### src/include/gidc_defs.svh
`ifndef GIDC_DEFS_SVH
`define GIDC_DEFS_SVH

// Register byte addresses
`define GIDC_ADDR_PENDING 32'h4000a814
`define GIDC_ADDR_CFG_A 32'h4000a860
`define GIDC_ADDR_CFG_B 32'h4000a864
`define GIDC_ADDR_CFG_C 32'h4000a868
`define GIDC_ADDR_CFG_D 32'h4000a86c
`define GIDC_ADDR_DBG_CFG 32'h4000bc00
`define GIDC_ADDR_DBG_STAT 32'h4000bc04
`define GIDC_ADDR_SEL_C 32'h4000bc14
`define GIDC_ADDR_SEL_D 32'h4000bc18

// Field positions
`define GIDC_CFG_FILT_BIT 8
`define GIDC_CFG_MODE_HI 7
`define GIDC_CFG_MODE_LO 5
`define GIDC_DBG_DIS_BIT 5
`define GIDC_DBG_REG_BIT 4
`define GIDC_DBG_RSVD_BIT 3
`define GIDC_STAT_BOOT_BIT 3
`define GIDC_STAT_FORCED_BIT 1
`define GIDC_STAT_SWEN_BIT 0
`define GIDC_SEL_W 5
`define GIDC_NUM_PINS 24
`define GIDC_NUM_CH 4

// Reset values
`define GIDC_RST_PENDING 4'h0
`define GIDC_RST_DBG_CFG 32'h00000010
`define GIDC_RST_SEL_C 5'h0f
`define GIDC_RST_SEL_D 5'h10

// Timing
`define GIDC_CLK_PERIOD_NS 40
`define GIDC_FILTER_NS 160
`define GIDC_FILTER_CYC ((`GIDC_FILTER_NS + `GIDC_CLK_PERIOD_NS - 1) / `GIDC_CLK_PERIOD_NS)
`define GIDC_FILT_CNT_W 3
`define GIDC_BOOT_SETTLE_CYC 2

`endif

### src/include/gidc_pkg.sv
package gidc_pkg;

    // Trigger mode codes
    typedef enum logic [2:0] {
        GIDC_MODE_OFF = 3'h0,
        GIDC_MODE_RISE = 3'h1,
        GIDC_MODE_FALL = 3'h2,
        GIDC_MODE_BOTH = 3'h3,
        GIDC_MODE_HIGH = 3'h4,
        GIDC_MODE_LOW = 3'h5,
        GIDC_MODE_RSV6 = 3'h6,
        GIDC_MODE_RSV7 = 3'h7
    } gidc_mode_t;

    // One channel's configuration
    typedef struct packed {
        logic filt_en;
        gidc_mode_t mode;
    } gidc_chan_cfg_t;

    typedef logic [4:0] gidc_pin_sel_t;

endpackage : gidc_pkg

### src/include/gidc_chan_if.sv
`timescale 1ns/10ps
`default_nettype none

// Link between the register file and one trigger channel
interface gidc_chan_if;
    gidc_pkg::gidc_chan_cfg_t cfg;
    logic pin;
    logic trig;

    modport ctrl (output cfg, output pin, input trig);
    modport chan (input cfg, input pin, output trig);
endinterface : gidc_chan_if

`default_nettype wire

### src/verilog/gidc_chan.sv
`timescale 1ns/10ps
`default_nettype none
`include "gidc_defs.svh"

module gidc_chan (
    input wire logic clk_in,
    input wire logic rst_in,
    gidc_chan_if.chan link
);
    import gidc_pkg::*;

    localparam logic [`GIDC_FILT_CNT_W-1:0] FILT_LAST =
        `GIDC_FILT_CNT_W'(`GIDC_FILTER_CYC - 1);

    logic [`GIDC_FILT_CNT_W-1:0] filt_cnt_ff, nxt_filt_cnt;
    logic filt_lvl_ff, nxt_filt_lvl;
    logic prev_ff, nxt_prev;
    logic level;

    // Digital filter: new level only after it holds for the full count
    always_comb
    begin
        nxt_filt_cnt = '0;
        nxt_filt_lvl = link.pin;
        if (link.cfg.filt_en)
        begin
            nxt_filt_lvl = filt_lvl_ff;
            if (link.pin != filt_lvl_ff)
            begin
                if (filt_cnt_ff == FILT_LAST)
                begin
                    nxt_filt_lvl = link.pin;
                end
                else
                begin
                    nxt_filt_cnt = filt_cnt_ff + 1'b1;
                end
            end
        end
        level = link.cfg.filt_en ? filt_lvl_ff : link.pin;
        nxt_prev = level;
    end

    // Trigger condition per mode; reserved codes never fire
    always_comb
    begin
        unique case (link.cfg.mode)
            GIDC_MODE_OFF: link.trig = 1'b0;
            GIDC_MODE_RISE: link.trig = level & ~prev_ff;
            GIDC_MODE_FALL: link.trig = ~level & prev_ff;
            GIDC_MODE_BOTH: link.trig = level ^ prev_ff;
            GIDC_MODE_HIGH: link.trig = level;
            GIDC_MODE_LOW: link.trig = ~level;
            default: link.trig = 1'b0;
        endcase
    end

    // Filter and edge history registers
    always_ff @(posedge clk_in or posedge rst_in)
    begin
        if (rst_in)
        begin
            filt_cnt_ff <= '0;
            filt_lvl_ff <= 1'b0;
            prev_ff <= 1'b0;
        end
        else
        begin
            filt_cnt_ff <= nxt_filt_cnt;
            filt_lvl_ff <= nxt_filt_lvl;
            prev_ff <= nxt_prev;
        end
    end

endmodule : gidc_chan

`default_nettype wire

### src/verilog/gidc_top.sv
// Behaviour
// - Config bit 8 enables digital filtering of that channel's input.
// - Mode bits 7:5: 0 off, 1 rising, 2 falling, 3 both edges.
// - Mode 4 triggers while high, 5 while low; 6 and 7 reserved.
// - Pending flags A..D at bits 0..3; write one clears, zero keeps.
// - Debug disable bit 5 blocks debug activation unless already active.
// - Debug config bit 4 enables regulator override of port A pin 7; resets set.
// - Status bit 3 shows boot pin asserted low, sampled after reset.
// - Status bit 1 shows the debugger cable forced debug active.
// - Status bit 0 shows serial wire enabled by the debug port.
// - Channels C and D pick their pin by 5-bit selector; high codes reserved.
//
// Decided for this implementation: the APB interface to the registers.
`timescale 1ns/10ps
`default_nettype none
`include "gidc_defs.svh"

module gidc_top (
    input wire logic clk_in,
    input wire logic rst_in,
    input wire logic psel_in,
    input wire logic penable_in,
    input wire logic pwrite_in,
    input wire logic [31:0] paddr_in,
    input wire logic [31:0] pwdata_in,
    output logic [31:0] prdata_out,
    output logic pready_out,
    output logic pslverr_out,
    input wire logic ext_interrupt_a_in,
    input wire logic ext_interrupt_b_in,
    input wire logic [23:0] gpio_pins_in,
    input wire logic boot_select_pin_n_in,
    input wire logic debugger_forced_active_in,
    input wire logic serial_wire_enabled_in,
    input wire logic debug_cfg_reserved_bit_in,
    output logic [3:0] ext_irq_pending_out,
    output logic debug_enable_out,
    output logic ext_regulator_override_enable_out,
    output gidc_pkg::gidc_pin_sel_t irq_c_select_out,
    output gidc_pkg::gidc_pin_sel_t irq_d_select_out
);
    import gidc_pkg::*;

    localparam logic [31:0] DBG_RST = `GIDC_RST_DBG_CFG;
    localparam int IDX_A = 0;
    localparam int IDX_B = 1;
    localparam int IDX_BOOT = 2;
    localparam int IDX_FORCED = 3;
    localparam int IDX_SWEN = 4;
    localparam int IDX_RSVD = 5;
    localparam int MISC_W = 6;
    localparam logic [1:0] BOOT_SETTLE = 2'(`GIDC_BOOT_SETTLE_CYC);
    localparam gidc_pin_sel_t PIN_LIMIT = 5'(`GIDC_NUM_PINS);

    // Synchroniser stages
    logic [`GIDC_NUM_PINS-1:0] gpio_meta_ff, gpio_sync_ff;
    logic [MISC_W-1:0] misc_meta_ff, misc_sync_ff;

    // Bus side
    logic [31:0] prdata_ff, nxt_prdata;
    logic pslverr_ff, nxt_pslverr;
    logic [31:0] rd_word;
    logic addr_ok;
    logic setup_phase;
    logic wr_go;

    // Configuration storage
    gidc_chan_cfg_t cfg_ff [`GIDC_NUM_CH];
    gidc_chan_cfg_t nxt_cfg [`GIDC_NUM_CH];
    gidc_pin_sel_t sel_c_ff, nxt_sel_c;
    gidc_pin_sel_t sel_d_ff, nxt_sel_d;
    logic dbg_dis_ff, nxt_dbg_dis;
    logic ext_reg_ff, nxt_ext_reg;
    logic dbg_en_ff, nxt_dbg_en;

    // Flags and status
    logic [`GIDC_NUM_CH-1:0] pending_ff, nxt_pending;
    logic [`GIDC_NUM_CH-1:0] chan_trig;
    logic [`GIDC_NUM_CH-1:0] chan_pin;
    logic [`GIDC_NUM_CH-1:0] cfg_wr;
    logic [1:0] boot_cnt_ff, nxt_boot_cnt;
    logic boot_done_ff, nxt_boot_done;
    logic boot_pin_sampled_ff, nxt_boot_pin_sampled;
    logic debug_active;

    // Two-stage synchronisers for every pin and debug status input
    always_ff @(posedge clk_in or posedge rst_in)
    begin
        if (rst_in)
        begin
            gpio_meta_ff <= '0;
            gpio_sync_ff <= '0;
            misc_meta_ff <= '0;
            misc_sync_ff <= '0;
        end
        else
        begin
            gpio_meta_ff <= gpio_pins_in;
            gpio_sync_ff <= gpio_meta_ff;
            misc_meta_ff <= {debug_cfg_reserved_bit_in, serial_wire_enabled_in,
                debugger_forced_active_in, boot_select_pin_n_in,
                ext_interrupt_b_in, ext_interrupt_a_in};
            misc_sync_ff <= misc_meta_ff;
        end
    end

    // Pin picked by a selector; reserved codes give a quiet low input
    function automatic logic pick_pin(input gidc_pin_sel_t sel,
        input logic [`GIDC_NUM_PINS-1:0] pins);
        logic [`GIDC_NUM_PINS-1:0] shifted;
        shifted = pins >> sel;
        pick_pin = (sel < PIN_LIMIT) ? shifted[0] : 1'b0;
    endfunction : pick_pin

    // Channel input routing
    always_comb
    begin
        chan_pin[0] = misc_sync_ff[IDX_A];
        chan_pin[1] = misc_sync_ff[IDX_B];
        chan_pin[2] = pick_pin(sel_c_ff, gpio_sync_ff);
        chan_pin[3] = pick_pin(sel_d_ff, gpio_sync_ff);
    end

    // Bus decode and read multiplexer
    always_comb
    begin
        setup_phase = psel_in & ~penable_in;
        addr_ok = 1'b1;
        rd_word = '0;
        cfg_wr = '0;
        unique case (paddr_in)
            `GIDC_ADDR_PENDING:
            begin
                rd_word[`GIDC_NUM_CH-1:0] = pending_ff;
            end
            `GIDC_ADDR_CFG_A, `GIDC_ADDR_CFG_B, `GIDC_ADDR_CFG_C, `GIDC_ADDR_CFG_D:
            begin
                rd_word[`GIDC_CFG_FILT_BIT] = cfg_ff[paddr_in[3:2]].filt_en;
                rd_word[`GIDC_CFG_MODE_HI:`GIDC_CFG_MODE_LO] =
                    cfg_ff[paddr_in[3:2]].mode;
                cfg_wr[paddr_in[3:2]] = 1'b1;
            end
            `GIDC_ADDR_SEL_C:
            begin
                rd_word[`GIDC_SEL_W-1:0] = sel_c_ff;
            end
            `GIDC_ADDR_SEL_D:
            begin
                rd_word[`GIDC_SEL_W-1:0] = sel_d_ff;
            end
            `GIDC_ADDR_DBG_CFG:
            begin
                rd_word[`GIDC_DBG_DIS_BIT] = dbg_dis_ff;
                rd_word[`GIDC_DBG_REG_BIT] = ext_reg_ff;
                rd_word[`GIDC_DBG_RSVD_BIT] = misc_sync_ff[IDX_RSVD];
            end
            `GIDC_ADDR_DBG_STAT:
            begin
                rd_word[`GIDC_STAT_BOOT_BIT] = boot_pin_sampled_ff;
                rd_word[`GIDC_STAT_FORCED_BIT] = misc_sync_ff[IDX_FORCED];
                rd_word[`GIDC_STAT_SWEN_BIT] = misc_sync_ff[IDX_SWEN];
            end
            default:
            begin
                addr_ok = 1'b0;
            end
        endcase
        wr_go = psel_in & penable_in & pwrite_in & addr_ok;
        nxt_prdata = prdata_ff;
        nxt_pslverr = pslverr_ff;
        if (setup_phase)
        begin
            nxt_prdata = (addr_ok & ~pwrite_in) ? rd_word : '0;
            nxt_pslverr = ~addr_ok;
        end
    end

    // Bus answer registers
    always_ff @(posedge clk_in or posedge rst_in)
    begin
        if (rst_in)
        begin
            prdata_ff <= '0;
            pslverr_ff <= 1'b0;
        end
        else
        begin
            prdata_ff <= nxt_prdata;
            pslverr_ff <= nxt_pslverr;
        end
    end

    // Zero-wait slave; error only shown in the access phase
    assign pready_out = 1'b1;
    assign pslverr_out = pslverr_ff & psel_in & penable_in;
    assign prdata_out = prdata_ff;

    // Per-channel configuration register and trigger logic
    generate
        for (genvar ch = 0; ch < `GIDC_NUM_CH; ch++)
        begin : g_chan
            gidc_chan_if link ();

            always_comb
            begin
                nxt_cfg[ch] = cfg_ff[ch];
                if (wr_go && cfg_wr[ch])
                begin
                    nxt_cfg[ch].filt_en = pwdata_in[`GIDC_CFG_FILT_BIT];
                    nxt_cfg[ch].mode = gidc_mode_t'(
                        pwdata_in[`GIDC_CFG_MODE_HI:`GIDC_CFG_MODE_LO]);
                end
            end

            always_ff @(posedge clk_in or posedge rst_in)
            begin
                if (rst_in)
                begin
                    cfg_ff[ch] <= '0;
                end
                else
                begin
                    cfg_ff[ch] <= nxt_cfg[ch];
                end
            end

            assign link.cfg = cfg_ff[ch];
            assign link.pin = chan_pin[ch];
            assign chan_trig[ch] = link.trig;

            gidc_chan u_chan (
                .clk_in(clk_in),
                .rst_in(rst_in),
                .link(link.chan)
            );
        end
    endgenerate

    // Pending flags, C/D selectors and debug configuration
    always_comb
    begin
        nxt_pending = pending_ff;
        if (wr_go && (paddr_in == `GIDC_ADDR_PENDING))
        begin
            nxt_pending = pending_ff & ~pwdata_in[`GIDC_NUM_CH-1:0];
        end
        nxt_pending = nxt_pending | chan_trig;
        nxt_sel_c = sel_c_ff;
        nxt_sel_d = sel_d_ff;
        if (wr_go && (paddr_in == `GIDC_ADDR_SEL_C))
        begin
            nxt_sel_c = pwdata_in[`GIDC_SEL_W-1:0];
        end
        if (wr_go && (paddr_in == `GIDC_ADDR_SEL_D))
        begin
            nxt_sel_d = pwdata_in[`GIDC_SEL_W-1:0];
        end
        nxt_dbg_dis = dbg_dis_ff;
        nxt_ext_reg = ext_reg_ff;
        if (wr_go && (paddr_in == `GIDC_ADDR_DBG_CFG))
        begin
            nxt_dbg_dis = pwdata_in[`GIDC_DBG_DIS_BIT];
            nxt_ext_reg = pwdata_in[`GIDC_DBG_REG_BIT];
        end
        // Debug stays usable while disabled only if it was already up
        debug_active = misc_sync_ff[IDX_FORCED] | misc_sync_ff[IDX_SWEN];
        nxt_dbg_en = ~dbg_dis_ff | (dbg_en_ff & debug_active);
    end

    // Configuration and flag registers
    always_ff @(posedge clk_in or posedge rst_in)
    begin
        if (rst_in)
        begin
            pending_ff <= `GIDC_RST_PENDING;
            sel_c_ff <= `GIDC_RST_SEL_C;
            sel_d_ff <= `GIDC_RST_SEL_D;
            dbg_dis_ff <= DBG_RST[`GIDC_DBG_DIS_BIT];
            ext_reg_ff <= DBG_RST[`GIDC_DBG_REG_BIT];
            dbg_en_ff <= 1'b1;
        end
        else
        begin
            pending_ff <= nxt_pending;
            sel_c_ff <= nxt_sel_c;
            sel_d_ff <= nxt_sel_d;
            dbg_dis_ff <= nxt_dbg_dis;
            ext_reg_ff <= nxt_ext_reg;
            dbg_en_ff <= nxt_dbg_en;
        end
    end

    // Boot pin capture once the synchroniser has settled after reset
    always_comb
    begin
        nxt_boot_cnt = boot_cnt_ff;
        nxt_boot_done = boot_done_ff;
        nxt_boot_pin_sampled = boot_pin_sampled_ff;
        if (!boot_done_ff)
        begin
            if (boot_cnt_ff == BOOT_SETTLE)
            begin
                nxt_boot_done = 1'b1;
                nxt_boot_pin_sampled = ~misc_sync_ff[IDX_BOOT];
            end
            else
            begin
                nxt_boot_cnt = boot_cnt_ff + 1'b1;
            end
        end
    end

    // Boot capture registers
    always_ff @(posedge clk_in or posedge rst_in)
    begin
        if (rst_in)
        begin
            boot_cnt_ff <= '0;
            boot_done_ff <= 1'b0;
            boot_pin_sampled_ff <= 1'b0;
        end
        else
        begin
            boot_cnt_ff <= nxt_boot_cnt;
            boot_done_ff <= nxt_boot_done;
            boot_pin_sampled_ff <= nxt_boot_pin_sampled;
        end
    end

    // Registered outputs toward the pins and the interrupt controller
    assign ext_irq_pending_out = pending_ff;
    assign debug_enable_out = dbg_en_ff;
    assign ext_regulator_override_enable_out = ext_reg_ff;
    assign irq_c_select_out = sel_c_ff;
    assign irq_d_select_out = sel_d_ff;

endmodule : gidc_top

`default_nettype wire
### config.mk
export PLATFORM = sky130hd
export DESIGN_NAME = gidc_top
export DESIGN_NICKNAME = d
export VERILOG_FILES = /design/src/include/gidc_pkg.sv /design/src/include/gidc_chan_if.sv /design/src/verilog/gidc_chan.sv /design/src/verilog/gidc_top.sv
export VERILOG_INCLUDE_DIRS = /design/src /design/src/include
export SDC_FILE = /design/constraint.sdc
export NUM_CORES = 1
export LEC_CHECK = 0
export ABC_AREA = 1
export BUFFER_PORTS_ARGS = -buffer_cell sky130_fd_sc_hd__buf_4
export CAP_MARGIN = 10
export CORE_UTILIZATION = 49
export CTS_CLUSTER_DIAMETER = 100
export DETAILED_ROUTE_END_ITERATION = 10
export PLACE_DENSITY = 0.78
export SYNTH_ARGS = -nofsm -noshare
export SYNTH_HDL_FRONTEND = slang
export SYNTH_HIERARCHICAL = 1
export SYNTH_SLANG_ARGS = --single-unit
### constraint.sdc
create_clock -name clk_in -period 3 [get_ports clk_in]
set_input_delay 0.15 -clock clk_in [delete_from_list [all_inputs] [get_ports clk_in]]
set_output_delay 0.15 -clock clk_in [all_outputs]
set_load 0.01 [all_outputs]
==> results.tsv <==
stage	metric	value	unit
global_routing	grt_start_max_net_pins	55	
finish	fillers	959	
clock_network	clock_sinks	127	
logic_synthesis	yosys_warnings	6	
finish	seq_area	0.003187	mm²
worst_setup_path	crit_top_cell	nand2_1	
sta	drv_slew	0	
sta	grt_setup_unrepaired	false	
logic_synthesis	synth_seq_cells	127	
placement	place_congestion	0.8335	
power_and_ir_drop	powerDensity	525.1	mW/mm²
global_routing	antenna_found_initial	0	
finish	nets	992	
logic_synthesis	syn_area_per_cell	8.452	µm²
worst_setup_path	worstReg2RegEnd	ext_irq_pending_out[2]$_DFF_PP0_	
global_routing	grt_pass1_wl	23740	µm
clock_network	cts_made_buffers	17	
die	core_area	0.01221	mm²
die	die_y	114.8	µm
worst_setup_path	path_class	flip-flop to flip-flop	
clock_network	root_buffer	clkbuf_16	
worst_setup_path	worstSetupEndpoint	ext_irq_pending_out[2]$_DFF_PP0_	
sta	fin_crit_sh	87.89	%
sta	tns	0	ns
die	dieArea	0.01318	mm²
job	max-cap-violations	0	
clock_network	insertion_delay	0.41	ns
sta	setup_violations	0	
sta	hold_viol_final	0	
worst_setup_path	worstPathCellList	inv_1, o21bai_1, o221ai_1, nand3_1, nand2_1, inv_1, o21ai_0, nand2_1, nand2_1, ha_1, nor3_1, nor2_1, nand3_1, inv_1, nand2_1	
sta	post-route-min-period	2.637	ns
logic_synthesis	synth_area_leaders	dfrtp_1, nand2_1, inv_1	
placement	postPlaceCellArea	0.007064	mm²
worst_setup_path	cp_max_fo	15	
clock_network	cts_tree	yes	
clock_network	htreeDepth	4	
finish	drive_gt1_share	18.48	%
route	drt-total-wl	14580	µm
die	rows	40	
logic_synthesis	yosysTopAreaCell	dfrtp_1	
route	drt_iter0_drc	477	
clock_network	clk_path_buf_depth	2	
logic_synthesis	yosysSeqAreaShare	51.09	%
placement	dp_slack	0.4446	ns
global_routing	grt_usage	23.55	%
sta	tightest_slew	0.6743	ns
route	drc	0	
logic_synthesis	synth_cells	738	
worst_setup_path	slowest_stage	dfstp_2	
route	viasPerCell	4.986	
sta	skew	0.008763	ns
finish	final_cell_area	0.008036	mm²
power_and_ir_drop	p_leak	4.067	nW
outcome	status	complete, no violations	
route	avgRoutedWirePerCell	13.75	µm
worst_setup_path	cp-end-kind	flip-flop	
finish	antenna_cells	0	
die	io_pins	149	
sta	fmax	0.3792	GHz
route	dr.pass1.iters	5	
finish	multi_input_comb_area	0.002437	mm²
finish	fin_util	65.81	%
worst_setup_path	r2r_start	irq_c_select_out[0]$_DFFE_PP1P_	
sta	fin_ws	0.3632	ns
worst_setup_path	reg2reg_depth	15	
route	drtAntennaViolNets	0	
global_routing	grt_pass1_vias	5066	
route	num_vias	5290	
die	die_x	114.8	µm
worst_setup_path	cp.arrival	2.99	ns
worst_setup_path	critPathLaunchType	flip-flop	
logic_synthesis	synthDistinctLibCells	41	
placement	port_buffers	101	
logic_synthesis	netlist_area	0.006237	mm²
sta	maxSlewHeadroom	55.05	%
placement	dp_hpwl	9978	µm
power_and_ir_drop	finalPower	0.004220	W
min_path	min_path_type	input pin to flip-flop	
die	initial_utilization	51.08	%
worst_setup_path	crit_start	irq_c_select_out[0]$_DFFE_PP1P_	
global_routing	overflow	0	
finish	area_growth	28.85	%
logic_synthesis	yosys.area.top_type_share	48.14	%
power_and_ir_drop	peakVddDrop	0.0004054	V
worst_setup_path	r2r_slack	0.36	ns
worst_setup_path	worstPathRequired	3.35	ns
clock_network	clk_transition_reported_paths	0.06	ns
worst_setup_path	slowest_delay	0.70	ns
power by group:
group | internal (W) | leakage, nW | switching, W
clock | 0.00136 | 0.308 | 0.000814
combinational | 0.000121 | 2.20 | 0.000136
sequential | 0.00176 | 1.56 | 0.0000238
worst max-delay path: cells and delay by family (launching register included):
kind            cells  cell delay (ns)
compound gates      3             0.47
fa+ha+maj           1             0.28
buf+inv             3             0.34
flops               1             0.70
simple gates        8             0.76
cell usage in the layout, fill, tap and decap left out, types with 12 or more instances in the layout:
| cell type | instances |
|---|---|
| nor2_1 | 77 |
| ha_1 | 13 |
| dlygate4sd3_1 | 34 |
| o221ai_1 | 12 |
| clkbuf_16 | 17 |
| inv_1 | 111 |
| nand2_1 | 196 |
| nand4_1 | 27 |
| dfrtp_1 | 120 |
| nand3_1 | 28 |
| o21ai_1 | 12 |
| conb_1 | 24 |
| buf_4 | 103 |
| o21ai_0 | 31 |
flip-flops by register name, indices dropped and copies added, names as in the netlist, 2 cells and up:
name	count
gpio_meta_ff	24
irq_d_select_out	5
irq_c_select_out	5
g_chan.u_chan/prev_ff	4
misc_sync_ff	6
prdata_out	9
g_chan.u_chan/filt_cnt_ff	12
gpio_sync_ff	24
misc_meta_ff	6
cfg_ff	16
g_chan.u_chan/filt_lvl_ff	4
boot_cnt_ff	2
ext_irq_pending_out	4
cells in the mapped netlist, drive strengths merged:
cell / instances
a21oi: 3
a221oi: 3
a22o: 1
a22oi: 2
a31oi: 1
and2: 1
and3: 2
buf: 30
clkbuf: 7
clkinv: 1
conb: 2
dfrtp: 120
dfstp: 7
ha: 13
inv: 114
mux2i: 4
nand2: 200
nand3: 32
nand4: 31
nor2: 84
nor3: 9
nor3b: 4
o21ai: 43
o21bai: 8
o221ai: 12
o31ai: 3
xor2: 1
routing by layer:
metal / share of wire [%] / GRT usage [%] / up-vias
li1: - / - / 2587
met1: 43 / 30.58 / 2446
met2: 48 / 38.34 / 239
met3: 8.0 / 6.537 / 18
met4: 1.4 / 7.792 / 0
met5: 0 / 0 / -
how the worst min path moves through the flow:
stage,endpoint,cells past startpoint,startpoint
finish,irq_c_select_out[1]$_DFFE_PP1P_,3,pwdata_in[1]
global route,irq_c_select_out[1]$_DFFE_PP1P_,3,pwdata_in[1]
CTS,irq_c_select_out[1]$_DFFE_PP1P_,3,pwdata_in[1]
detailed placement,g_chan[2].u_chan/filt_lvl_ff$_DFFE_PP0P_,2,rst_in
global placement,g_chan[2].u_chan/prev_ff$_DFF_PP0_,2,rst_in
floorplan,g_chan[0].u_chan/filt_cnt_ff[0]$_DFF_PP0_,1,rst_in
stage by stage:
| step | hold slack, ns | instances |
|---|---|---|
| finish | 0.02260 | 1061 |
| global route | 0.02407 | 1061 |
| CTS | 0.01056 | 1061 |
| detailed placement | 0.1242 | 995 |
| global placement | 0.1235 | 995 |
| floorplan | -0.07148 | 760 |
what timing repair did:
action                                 CTS  global route
hold buffers                            34             0
endpoints found under the hold margin  104             0
resized for setup                        0             0
setup buffers                            0             0
area by class of cell:
type | count | area share (%)
Timing Repair Buffer | 138 | 14.11
Tap cell | 168 | 2.616
Inverter | 115 | 5.434
Clock buffer | 18 | 5.465
Multi-Input combinational cell | 481 | 30.33
Clock inverter | 14 | 2.398
Sequential cell | 127 | 39.65
cells by family after synthesis:
logic type	Yosys count	synth area share, %
flip-flops	127	51.09
other	2	0.1204
multiplexers	4	0.6420
AND/OR/NAND/NOR	363	26.64
XOR/XNOR	1	0.1404
AO/OA/AOI/OAI	76	7.603
buffers and inverters	152	11.15
adder cells (fa/ha/maj)	13	2.608
No activity file was read; power rests on OpenSTA's default activity.
